`src/hw/sfp_pkg.sv`:
```
// Shared constants for the serial FIFO port control block
package sfp_pkg;
   // ------------------------------------------------------------------
   // Register byte offsets
   // ------------------------------------------------------------------
   localparam logic [7:0] SFP_OFF_CTRL   = 8'h00;
   localparam logic [7:0] SFP_OFF_MSTOP  = 8'h04;
   localparam logic [7:0] SFP_OFF_TXDATA = 8'h08;
   localparam logic [7:0] SFP_OFF_LSTAT  = 8'h0C;
   localparam logic [7:0] SFP_OFF_TRIG   = 8'h10;
   localparam logic [7:0] SFP_OFF_RXDATA = 8'h14;
   localparam logic [7:0] SFP_OFF_ISTAT  = 8'h18;
   localparam logic [7:0] SFP_OFF_IMASK  = 8'h1C;

   // ------------------------------------------------------------------
   // Field positions
   // ------------------------------------------------------------------
   localparam int SFP_CTL_TX_LOW_IRQ_ON   = 7;
   localparam int SFP_CTL_RX_IRQ_ON       = 6;
   localparam int SFP_CTL_TRANSMIT_ON     = 5;
   localparam int SFP_CTL_RX_ON           = 4;
   localparam int SFP_CTL_RX_FAULT_IRQ_ON = 3;
   localparam int SFP_CTL_CLK_SEL_HI      = 1;
   localparam int SFP_CTL_CLK_SEL_LO      = 0;
   localparam int SFP_MSTOP_SERIAL_UNIT   = 6;
   // Line status bits
   localparam int SFP_LS_TX_DONE  = 6;
   localparam int SFP_LS_TX_BELOW = 5;
   localparam int SFP_LS_BREAK    = 4;
   localparam int SFP_LS_FRAMING  = 3;
   localparam int SFP_LS_RX_FULL  = 1;
   localparam int SFP_LS_CNT_LO   = 8;
   // Interrupt status / mask bits
   localparam int SFP_IRQ_TX_LOW  = 0;
   localparam int SFP_IRQ_RX_FULL = 1;
   localparam int SFP_IRQ_FAULT   = 2;
   localparam int SFP_IRQ_BREAK   = 3;

   // ------------------------------------------------------------------
   // Reset values and fixed figures
   // ------------------------------------------------------------------
   localparam logic [15:0] SFP_CTRL_RESET  = 16'h0000;
   localparam logic [15:0] SFP_CTRL_MASK   = 16'h00FB;
   localparam logic [7:0]  SFP_MSTOP_RESET = 8'h00;
   localparam logic [4:0]  SFP_TRIG_RESET  = 5'h02;
   localparam logic [1:0]  SFP_CLK_INTERNAL = 2'h0;
   localparam logic [3:0]  SFP_TX_LAST_BIT  = 4'h9;
   localparam logic [3:0]  SFP_RX_STOP_BIT  = 4'h9;
endpackage : sfp_pkg

```
`src/hw/sfp_port.sv`:
```
// Serial port control, transmit FIFO, serial engines and Avalon-MM registers
//
// Local design decisions: the Avalon-MM interface to the registers and the placing of the registers.
`timescale 1ns/100ps
// What this block does
// Tx-low request only while control bit 7
// Bit 6 clear masks receive, error, break
// Bit 5 gates transmitter shifting
// Bit 4 clear stops frame reception
// Bit 3 clear masks error, break requests
// Clock select 00: internal, pin ignored
// Stop bit 6 set freezes the port
// Tx-low flag when count below trigger
// Tx-done flag when all bytes sent
// Sixteen byte FIFO, full writes dropped
// Tx-low output is flag AND enable AND not stopped
module sfp_port
   import sfp_pkg::*;
#(
   parameter int BAUD_DIV = 130,
   parameter int DEPTH    = 16
) (
   input  wire logic        clk,
   input  wire logic        rstn,
   input  wire logic [7:0]  avs_address,
   input  wire logic        avs_read,
   input  wire logic        avs_write,
   input  wire logic [31:0] avs_writedata,
   input  wire logic [3:0]  avs_byteenable,
   output logic      [31:0] avs_readdata,
   output logic             avs_waitrequest,
   output logic             txd,
   input  wire logic        rxd,
   input  wire logic        sck_in,
   output logic             sck_out,
   output logic             sck_oe,
   output logic             tx_low_irq,
   output logic             rx_fifo_full_irq,
   output logic             rx_fault_irq,
   output logic             line_break_irq,
   output logic             irq
);

   // ------------------------------------------------------------------
   // State
   // ------------------------------------------------------------------
   typedef struct packed {
      logic                  ack;
      logic [31:0]           rdata;
      logic [15:0]           ctrl;
      logic [7:0]            mstop;
      logic [4:0]            trig;
      logic [3:0]            istat;
      logic [3:0]            imask;
      logic [DEPTH-1:0][7:0] mem;
      logic [3:0]            wp;
      logic [3:0]            rp;
      logic [4:0]            cnt;
      logic                  txbusy;
      logic [8:0]            txsh;
      logic [3:0]            txbit;
      logic [15:0]           txbd;
      logic                  txd;
      logic                  rxs1;
      logic                  rxs2;
      logic                  rxbusy;
      logic [3:0]            rxbit;
      logic [15:0]           rxbd;
      logic [7:0]            rxsh;
      logic [7:0]            rxdat;
      logic                  rxfull;
      logic                  ferr;
      logic                  brk;
   } sfp_state_t;

   localparam logic [15:0] BD_FULL = 16'(BAUD_DIV - 1);
   localparam logic [15:0] BD_HALF = 16'(BAUD_DIV / 2);
   localparam logic [4:0]  CNT_MAX = 5'(DEPTH);

   sfp_state_t  s;
   sfp_state_t  next_s;
   logic        rst_meta;
   logic        rst_sync;
   logic        run;
   logic        below;
   logic        done;
   logic [3:0]  req;
   logic [31:0] bmask;
   logic        req_any;
   logic        wr_go;
   logic        rd_go;
   logic [31:0] lstat;

   // ------------------------------------------------------------------
   // Reset release
   // ------------------------------------------------------------------
   always_ff @(posedge clk or negedge rstn) begin
      if (!rstn) begin
         rst_meta <= 1'b0;
         rst_sync <= 1'b0;
      end else begin
         rst_meta <= 1'b1;
         rst_sync <= rst_meta;
      end
   end

   // ------------------------------------------------------------------
   // Derived levels
   // ------------------------------------------------------------------
   always_comb begin
      // Module stop gate
      run   = ~s.mstop[SFP_MSTOP_SERIAL_UNIT];
      // Count below trigger
      below = (s.cnt < s.trig);
      // Idle and drained
      done  = (s.cnt == 5'h00) && !s.txbusy;
      bmask = {{8{avs_byteenable[3]}}, {8{avs_byteenable[2]}},
               {8{avs_byteenable[1]}}, {8{avs_byteenable[0]}}};
      req_any = avs_read | avs_write;
      wr_go   = avs_write & s.ack;
      rd_go   = avs_read & s.ack;
      lstat   = 32'h0000_0000;
      lstat[SFP_LS_TX_DONE]  = done;
      lstat[SFP_LS_TX_BELOW] = below;
      lstat[SFP_LS_BREAK]    = s.brk;
      lstat[SFP_LS_FRAMING]  = s.ferr;
      lstat[SFP_LS_RX_FULL]  = s.rxfull;
      lstat[SFP_LS_CNT_LO +: 5] = s.cnt;
   end

   // ------------------------------------------------------------------
   // Interrupt requests
   // ------------------------------------------------------------------
   always_comb begin
      // Enable gates tx-low
      // Flag AND enable AND run
      req[SFP_IRQ_TX_LOW]  = run & s.ctrl[SFP_CTL_TX_LOW_IRQ_ON] & below;
      // Receive group enable
      req[SFP_IRQ_RX_FULL] = run & s.ctrl[SFP_CTL_RX_IRQ_ON] & s.rxfull;
      // Fault and break enable
      req[SFP_IRQ_FAULT]   = run & s.ctrl[SFP_CTL_RX_IRQ_ON]
                             & s.ctrl[SFP_CTL_RX_FAULT_IRQ_ON] & s.ferr;
      req[SFP_IRQ_BREAK]   = run & s.ctrl[SFP_CTL_RX_IRQ_ON]
                             & s.ctrl[SFP_CTL_RX_FAULT_IRQ_ON] & s.brk;
   end

   assign tx_low_irq       = req[SFP_IRQ_TX_LOW];
   assign rx_fifo_full_irq = req[SFP_IRQ_RX_FULL];
   assign rx_fault_irq     = req[SFP_IRQ_FAULT];
   assign line_break_irq   = req[SFP_IRQ_BREAK];
   assign irq              = |(s.istat & s.imask);
   assign avs_waitrequest  = req_any & ~s.ack;
   assign avs_readdata     = s.rdata;
   assign txd              = s.txd;
   // Clock pin kept as an ignored input
   assign sck_out          = 1'b0;
   assign sck_oe           = 1'b0;

   // ------------------------------------------------------------------
   // Next state
   // ------------------------------------------------------------------
   always_comb begin
      next_s = s;
      // Bus: answer one cycle after the request appears
      next_s.ack = req_any & ~s.ack;
      if (req_any && !s.ack) begin
         unique case (avs_address)
            SFP_OFF_CTRL:   next_s.rdata = {16'h0000, s.ctrl};
            SFP_OFF_MSTOP:  next_s.rdata = {24'h000000, s.mstop};
            SFP_OFF_LSTAT:  next_s.rdata = lstat;
            SFP_OFF_TRIG:   next_s.rdata = {27'h0000000, s.trig};
            SFP_OFF_RXDATA: next_s.rdata = {24'h000000, s.rxdat};
            SFP_OFF_ISTAT:  next_s.rdata = {28'h0000000, s.istat};
            SFP_OFF_IMASK:  next_s.rdata = {28'h0000000, s.imask};
            default:        next_s.rdata = 32'h0000_0000;
         endcase
      end

      // Software clears come first so that a hardware set in the same cycle wins
      if (wr_go && avs_address == SFP_OFF_LSTAT && avs_byteenable[0]) begin
         if (avs_writedata[SFP_LS_BREAK]) begin
            next_s.brk = 1'b0;
         end
         if (avs_writedata[SFP_LS_FRAMING]) begin
            next_s.ferr = 1'b0;
         end
      end
      // Reading the received byte frees the holding register
      if (rd_go && avs_address == SFP_OFF_RXDATA) begin
         next_s.rxfull = 1'b0;
      end

      // Serial engines hold while the unit is stopped
      if (run) begin
         // Transmitter
         // Transmit enable gates shifting
         if (!s.ctrl[SFP_CTL_TRANSMIT_ON]) begin
            next_s.txbusy = 1'b0;
            next_s.txd    = 1'b1;
         end else if (!s.txbusy) begin
            if (s.cnt != 5'h00) begin
               next_s.txbusy = 1'b1;
               next_s.txsh   = {1'b1, s.mem[s.rp]};
               next_s.txd    = 1'b0;
               next_s.txbit  = 4'h0;
               next_s.txbd   = BD_FULL;
               next_s.rp     = s.rp + 4'h1;
               next_s.cnt    = s.cnt - 5'h01;
            end
         end else if (s.txbd != 16'h0000) begin
            next_s.txbd = s.txbd - 16'h0001;
         end else if (s.txbit == SFP_TX_LAST_BIT) begin
            next_s.txbusy = 1'b0;
         end else begin
            next_s.txd   = s.txsh[0];
            next_s.txsh  = {1'b1, s.txsh[8:1]};
            next_s.txbit = s.txbit + 4'h1;
            next_s.txbd  = BD_FULL;
         end

         // Receiver
         next_s.rxs1 = rxd;
         next_s.rxs2 = s.rxs1;
         // Receive enable gates framing
         if (!s.ctrl[SFP_CTL_RX_ON]) begin
            next_s.rxbusy = 1'b0;
         end else if (!s.rxbusy) begin
            if (!s.rxs2) begin
               next_s.rxbusy = 1'b1;
               next_s.rxbit  = 4'h0;
               next_s.rxbd   = BD_HALF;
            end
         end else if (s.rxbd != 16'h0000) begin
            next_s.rxbd = s.rxbd - 16'h0001;
         end else begin
            next_s.rxbd  = BD_FULL;
            next_s.rxbit = s.rxbit + 4'h1;
            if (s.rxbit == 4'h0) begin
               // A start bit that does not hold is a glitch
               if (s.rxs2) begin
                  next_s.rxbusy = 1'b0;
               end
            end else if (s.rxbit == SFP_RX_STOP_BIT) begin
               next_s.rxbusy = 1'b0;
               if (s.rxs2) begin
                  next_s.rxdat  = s.rxsh;
                  next_s.rxfull = 1'b1;
               end else if (s.rxsh == 8'h00) begin
                  next_s.brk = 1'b1;
               end else begin
                  next_s.ferr = 1'b1;
               end
            end else begin
               next_s.rxsh = {s.rxs2, s.rxsh[7:1]};
            end
         end
      end

      // Register writes land on the accepting edge
      if (wr_go) begin
         unique case (avs_address)
            SFP_OFF_CTRL:
               next_s.ctrl = (s.ctrl & ~bmask[15:0])
                             | (avs_writedata[15:0] & bmask[15:0] & SFP_CTRL_MASK);
            SFP_OFF_MSTOP:
               if (avs_byteenable[0]) begin
                  next_s.mstop = avs_writedata[7:0];
               end
            SFP_OFF_TXDATA:
               // Full FIFO drops the write
               if (avs_byteenable[0] && next_s.cnt != CNT_MAX) begin
                  next_s.mem[s.wp] = avs_writedata[7:0];
                  next_s.wp        = s.wp + 4'h1;
                  next_s.cnt       = next_s.cnt + 5'h01;
               end
            SFP_OFF_TRIG:
               if (avs_byteenable[0]) begin
                  next_s.trig = avs_writedata[4:0];
               end
            SFP_OFF_ISTAT:
               if (avs_byteenable[0]) begin
                  next_s.istat = s.istat & ~avs_writedata[3:0];
               end
            SFP_OFF_IMASK:
               if (avs_byteenable[0]) begin
                  next_s.imask = avs_writedata[3:0];
               end
            default: ;
         endcase
      end
      // Hardware set wins over a software clear in the same cycle
      next_s.istat = next_s.istat | req;
   end

   // ------------------------------------------------------------------
   // State register
   // ------------------------------------------------------------------
   always_ff @(posedge clk or negedge rst_sync) begin
      if (!rst_sync) begin
         s        <= '0;
         s.ctrl   <= SFP_CTRL_RESET;
         s.mstop  <= SFP_MSTOP_RESET;
         s.trig   <= SFP_TRIG_RESET;
         s.txd    <= 1'b1;
         s.rxs1   <= 1'b1;
         s.rxs2   <= 1'b1;
      end else begin
         s <= next_s;
      end
   end

endmodule // sfp_port

```
`config.mk`:
```
export PLATFORM = sky130hd
export DESIGN_NAME = sfp_port
export DESIGN_NICKNAME = d
export VERILOG_FILES = /design/src/hw/sfp_pkg.sv /design/src/hw/sfp_port.sv
export SDC_FILE = /design/constraint.sdc
export NUM_CORES = 1
export LEC_CHECK = 0
export BUFFER_PORTS_ARGS = -buffer_cell sky130_fd_sc_hd__buf_4
export CORE_MARGIN = 1
export CORE_UTILIZATION = 50
export DETAILED_ROUTE_END_ITERATION = 8
export GPL_ROUTABILITY_DRIVEN = 1
export GPL_TIMING_DRIVEN = 0
export PLACE_DENSITY = 0.68
export REMOVE_ABC_BUFFERS = 1
export SLEW_MARGIN = 20
export SYNTH_ARGS = -nofsm -noshare
export SYNTH_HDL_FRONTEND = slang
export SYNTH_SLANG_ARGS = --single-unit
```
`constraint.sdc`:
```
create_clock -name clk -period 9.5 [get_ports clk]
set_input_delay 0 -clock clk [delete_from_list [all_inputs] [get_ports clk]]
set_output_delay 0 -clock clk [all_outputs]
set_load 0.02 [all_outputs]
```
==> PnR_summary.wiki <==
{| class="wikitable"
! Metric !! Value
|-
| Maximum clock rate || between 0.2 and 0.25 GHz
|-
| RSZ-0062 raised after global routing || no
|-
| Remaining number of nets flagged by the antenna check after routing || 0
|-
| Sequential share of the synthesized area || 0.5042
|-
| CTS tree || yes
|-
| Drt via density || roughly 6.0
|-
| Cell at the slowest stage of the critical path || sky130_fd_sc_hd__or4_1
|-
| Resized cells post-CTS || 0
|-
| Max Transition Viols Final || 0
|-
| Slowest Stage Delay on Critical Path || between 700 and 800 ps
|-
| Met2 layer usage reported by global route || 0.3591
|-
| Via count || between 8000 and 9000
|-
| GRT met1 Usage || 0.3114
|-
| Via count of the first global-routing pass || 8922
|-
| Placed Instance Area || between 10000 and 15000 um2
|-
| Clock Latency Late Sink || about 560 ps
|-
| Internal power contribution || 1.946 mW
|-
| Hold Path Class || primary input to register
|-
| Drt first pass iters || 9
|-
| Worst ir drop on vdd || 0.0001268 V
|-
| Endpoints failing setup || 0
|-
| Dominant register cell in the synthesized netlist || sky130_fd_sc_hd__dfrtp_1
|-
| Worst Skew || ~9 ps
|-
| DRC violation total after the first TritonRoute iteration || 580
|-
| Met3 usage || 0.02550
|-
| Gate count of the mapped netlist || 1084
|-
| Overall die width || 165.8 um
|-
| Initial antenna violation count || 0
|-
| Clock Root Buffer || sky130_fd_sc_hd__clkbuf_16
|-
| Worst Setup Path Type || register to register
|-
| Growth of design area from synthesis to finish || 12.51%
|-
| Sink Count || 270
|-
| Floorplan die height || 165.8 um
|-
| Switching part of the total power || 0.2587
|-
| Maximum net fanout on the critical path || 15
|-
| Sequential power share || 0.475
|-
| Number of buffers and inverters on the critical path || 4
|-
| Switching power summed over all nets || ~0.68 mW
|-
| Worst Setup Slack post-DPL || 5338 ps
|-
| Most frequent cell on the critical path || sky130_fd_sc_hd__buf_2
|-
| Power Density || 174.0 nW/um2
|-
| Number of different library cells in the post-synthesis netlist || 68
|-
| Post-route standard cell area excluding fillers || 15090 um2
|-
| Clock network power share || 0.436
|-
| Number of enable-type register cells in the synthesized netlist || 0
|-
| Ratio of final minimum period to clock period || 0.4402
|-
| Ports placed on the boundary || 91
|-
| Final WL || between 20000 and 30000 um
|-
| Residual DRC count || 8
|-
| Number of H-tree levels || 1
|-
| Starting density of the core || 0.5118
|-
| Dominant delay contributor by cell family on the critical path || simple AND/OR/NAND/NOR gates
|-
| Total of warnings raised by yosys || 0
|-
| Total congestion overflow || 0
|-
| Clock transition at the register clock pins on the worst setup and hold paths after CTS || roughly 60 ps
|-
| Area of the core region || approximately 26000 um2
|-
| Register bit total from synthesis || 270
|-
| Mapped Area || roughly 13000 um2
|-
| Startpoint Class || register
|-
| Placement Rows || 59
|-
| Total global-route track usage || 0.2179
|-
| Number of maximum-capacitance violations || 0
|-
| Final net count || between 1000 and 1500
|-
| Ordered list of cells on the worst path || or3b_2 -> or2_2 -> o21ai_0 -> inv_1 -> ha_1 -> nand2_1 -> nor4_2 -> buf_2 -> buf_2 -> buf_4 -> or4_1 -> mux2_2
|-
| Outcome || finished, violations left
|-
| Post-synthesis average cell area || about 12 um2
|-
| Leakage power total || a little under 7 nW
|-
| Maximum number of pins on one net before global-route repair || 56
|-
| Critical path capture point type || register
|-
| Slew HR || 0.3016
|-
| DPL Wire Length || 19100 um
|-
| Share of final-layout standard cells stronger than drive strength 1 || 0.3113
|-
| Weighted congestion at the end of routability-driven global placement || 0.8324
|-
| Violated checks || design-rule violations
|-
| Number of buffers created by CTS || 29
|-
| Pin slew with the least headroom to its limit || approximately 1000 ps
|-
| Wire length of the first global-routing pass || 48310 um
|-
| Share of flip-flops with an asynchronous set or reset || 1.000
|-
| # port buffers || 45
|-
| Share of power burned in combinational logic || 0.089
|-
| Number of diodes || 0
|-
| Arrival time of the worst setup path || ~4600 ps
|-
| Area enclosed by the die boundary || 27480 um2
|-
| Largest buffer count on any clock path || 3
|-
| Required time worst endpoint || around 9900 ps
|-
| Average wire per standard cell || ~20 um
|-
| Global route hottest layer || met2
|-
| Final Hold Violating Endpoints || 0
|-
| Tmin final || roughly 4200 ps
|-
| Final setup slack of the worst path || 5318 ps
|}
## cell usage in the layout, fill, tap and decap left out, types with 7 or more instances in the layout
cell and n:
sky130_fd_sc_hd__xnor2_1 19, sky130_fd_sc_hd__or4_1 12, sky130_fd_sc_hd__nand2_1 65, sky130_fd_sc_hd__o21ai_0 29, sky130_fd_sc_hd__mux2_2 177, sky130_fd_sc_hd__conb_1 19, sky130_fd_sc_hd__nand2b_1 18, sky130_fd_sc_hd__clkbuf_16 29
sky130_fd_sc_hd__a211oi_1 19, sky130_fd_sc_hd__dlygate4sd3_1 19, sky130_fd_sc_hd__a22oi_1 15, sky130_fd_sc_hd__and2_1 11, sky130_fd_sc_hd__nor3_1 19, sky130_fd_sc_hd__nor4_1 15, sky130_fd_sc_hd__clkinv_2 10, sky130_fd_sc_hd__ha_1 19
sky130_fd_sc_hd__xor2_1 7, sky130_fd_sc_hd__a21o_1 13, sky130_fd_sc_hd__inv_1 26, sky130_fd_sc_hd__nor4_4 13, sky130_fd_sc_hd__buf_4 48, sky130_fd_sc_hd__dfrtp_1 262, sky130_fd_sc_hd__a21oi_1 15, sky130_fd_sc_hd__nor2_1 38
sky130_fd_sc_hd__o31ai_1 12, sky130_fd_sc_hd__nor2b_1 13, sky130_fd_sc_hd__mux4_2 32, sky130_fd_sc_hd__nand3_1 20, sky130_fd_sc_hd__mux2i_1 11, sky130_fd_sc_hd__a221o_1 8, sky130_fd_sc_hd__or3_1 8
## path summary, 6_finish.rpt
check / start / endpoint / slack [ps] / cells after the start
setup / recovery: s[233] / register / 5320 / 12
hold / removal: avs_address[2] / lstat[10] / 60 / 5
setup reg to reg: s[233] / register / 5320 / 12
hold reg to reg: rst_meta / rst_sync / 350 / 0
max in group asynchronous: rst_sync / s[223] / 8090 / 2
min in group asynchronous: rstn / rst_sync / 300 / 3
## worst min-delay path, delay by kind of cell
family,cells,cell delay [ps]
AND/OR/NAND/NOR,3,290
XOR/XNOR,1,70
buffers and inverters,1,200
## metal layers
metal / up-vias / wire, um
met5: - / 0
met3: 44 / 960
met1: 4558 / 13630
li1: 3998 / -
met4: 0 / 532
met2: 161 / 13900
## cells in the mapped netlist (7+ instances only)
cell	number	area (um2)
sky130_fd_sc_hd__xor2_1	7	61.31
sky130_fd_sc_hd__a221o_1	8	80.08
sky130_fd_sc_hd__clkbuf_1	43	161.4
sky130_fd_sc_hd__or4_1	13	97.59
sky130_fd_sc_hd__nor4_1	17	106.4
sky130_fd_sc_hd__nand2_1	65	244.0
sky130_fd_sc_hd__or3_1	8	50.05
sky130_fd_sc_hd__nand3_1	20	100.1
sky130_fd_sc_hd__mux4_2	32	720.7
sky130_fd_sc_hd__nor2b_1	13	81.33
sky130_fd_sc_hd__ha_1	19	237.7
sky130_fd_sc_hd__inv_1	26	97.59
sky130_fd_sc_hd__and2_1	11	68.82
sky130_fd_sc_hd__o21ai_0	30	150.1
sky130_fd_sc_hd__dfrtp_1	266	6656
sky130_fd_sc_hd__a21o_1	13	97.59
sky130_fd_sc_hd__a211oi_1	19	142.6
sky130_fd_sc_hd__mux2i_1	11	110.1
sky130_fd_sc_hd__nor2_1	38	142.6
sky130_fd_sc_hd__a22oi_1	15	112.6
sky130_fd_sc_hd__nor4_4	13	276.5
sky130_fd_sc_hd__nor3_1	20	100.1
sky130_fd_sc_hd__xnor2_1	19	166.4
sky130_fd_sc_hd__mux2_2	177	1993
sky130_fd_sc_hd__nand2b_1	18	112.6
sky130_fd_sc_hd__a21oi_1	15	75.07
sky130_fd_sc_hd__buf_4	35	262.8
sky130_fd_sc_hd__o31ai_1	12	90.09
## layout make-up
class                   instances  area (um2)
clock inverters                18       170.2
inverters                      26       97.59
clock buffers                  36       812.0
well taps                     335       419.2
repair buffers                 75       688.2
multi-input cells             712        6131
fillers                      2167       11120
flip-flops and latches        270        6771
## power groups by stage
stage                     Sequential, mW  Clock [mW]  Combinational (mW)
final                               1.25        1.14               0.234
after global routing                1.26        1.21               0.259
after CTS                           1.25        1.17               0.235
after detailed placement            1.27           0               0.229
after global placement              1.28           0               0.199
after floorplan                     1.26           0               0.150
## stage by stage
stage          setup TNS (ps)  power, mW  cells  hold slack (ps)    util
2_1_floorplan               0      1.410   1008           -295.6       -
3_3_place_gp          -440020      1.484   1388           -217.4  0.5238
3_5_place_dp                0      1.497   1399           -216.4  0.5310
4_1_cts                     0      2.653   1472            20.81  0.5757
5_1_grt                     0      2.725   1472            65.35  0.5758
6_report                    0      2.625   1472            55.22  0.5758
## what timing repair did
item / in CTS / in global routing
endpoints found under the hold margin: 179 / 0
endpoints found under the setup margin: 0 / 0
buffers inserted: 0 / 0
hold buffers: 19 / 0
## kinds of logic after synthesis
logic type                 after synthesis  synth area share
xor gates and xnor gates                26           0.01698
other                                    2         0.0005600
adders and majority gates               19           0.01773
muxes                                  220            0.2106
and+or+nand+nor                        274            0.1244
buffers and inverters                  119           0.04487
DFF                                    270            0.5042
AOI/OAI and AO/OA                      154           0.08079
Note: power is estimated with default switching activity, not from simulation.
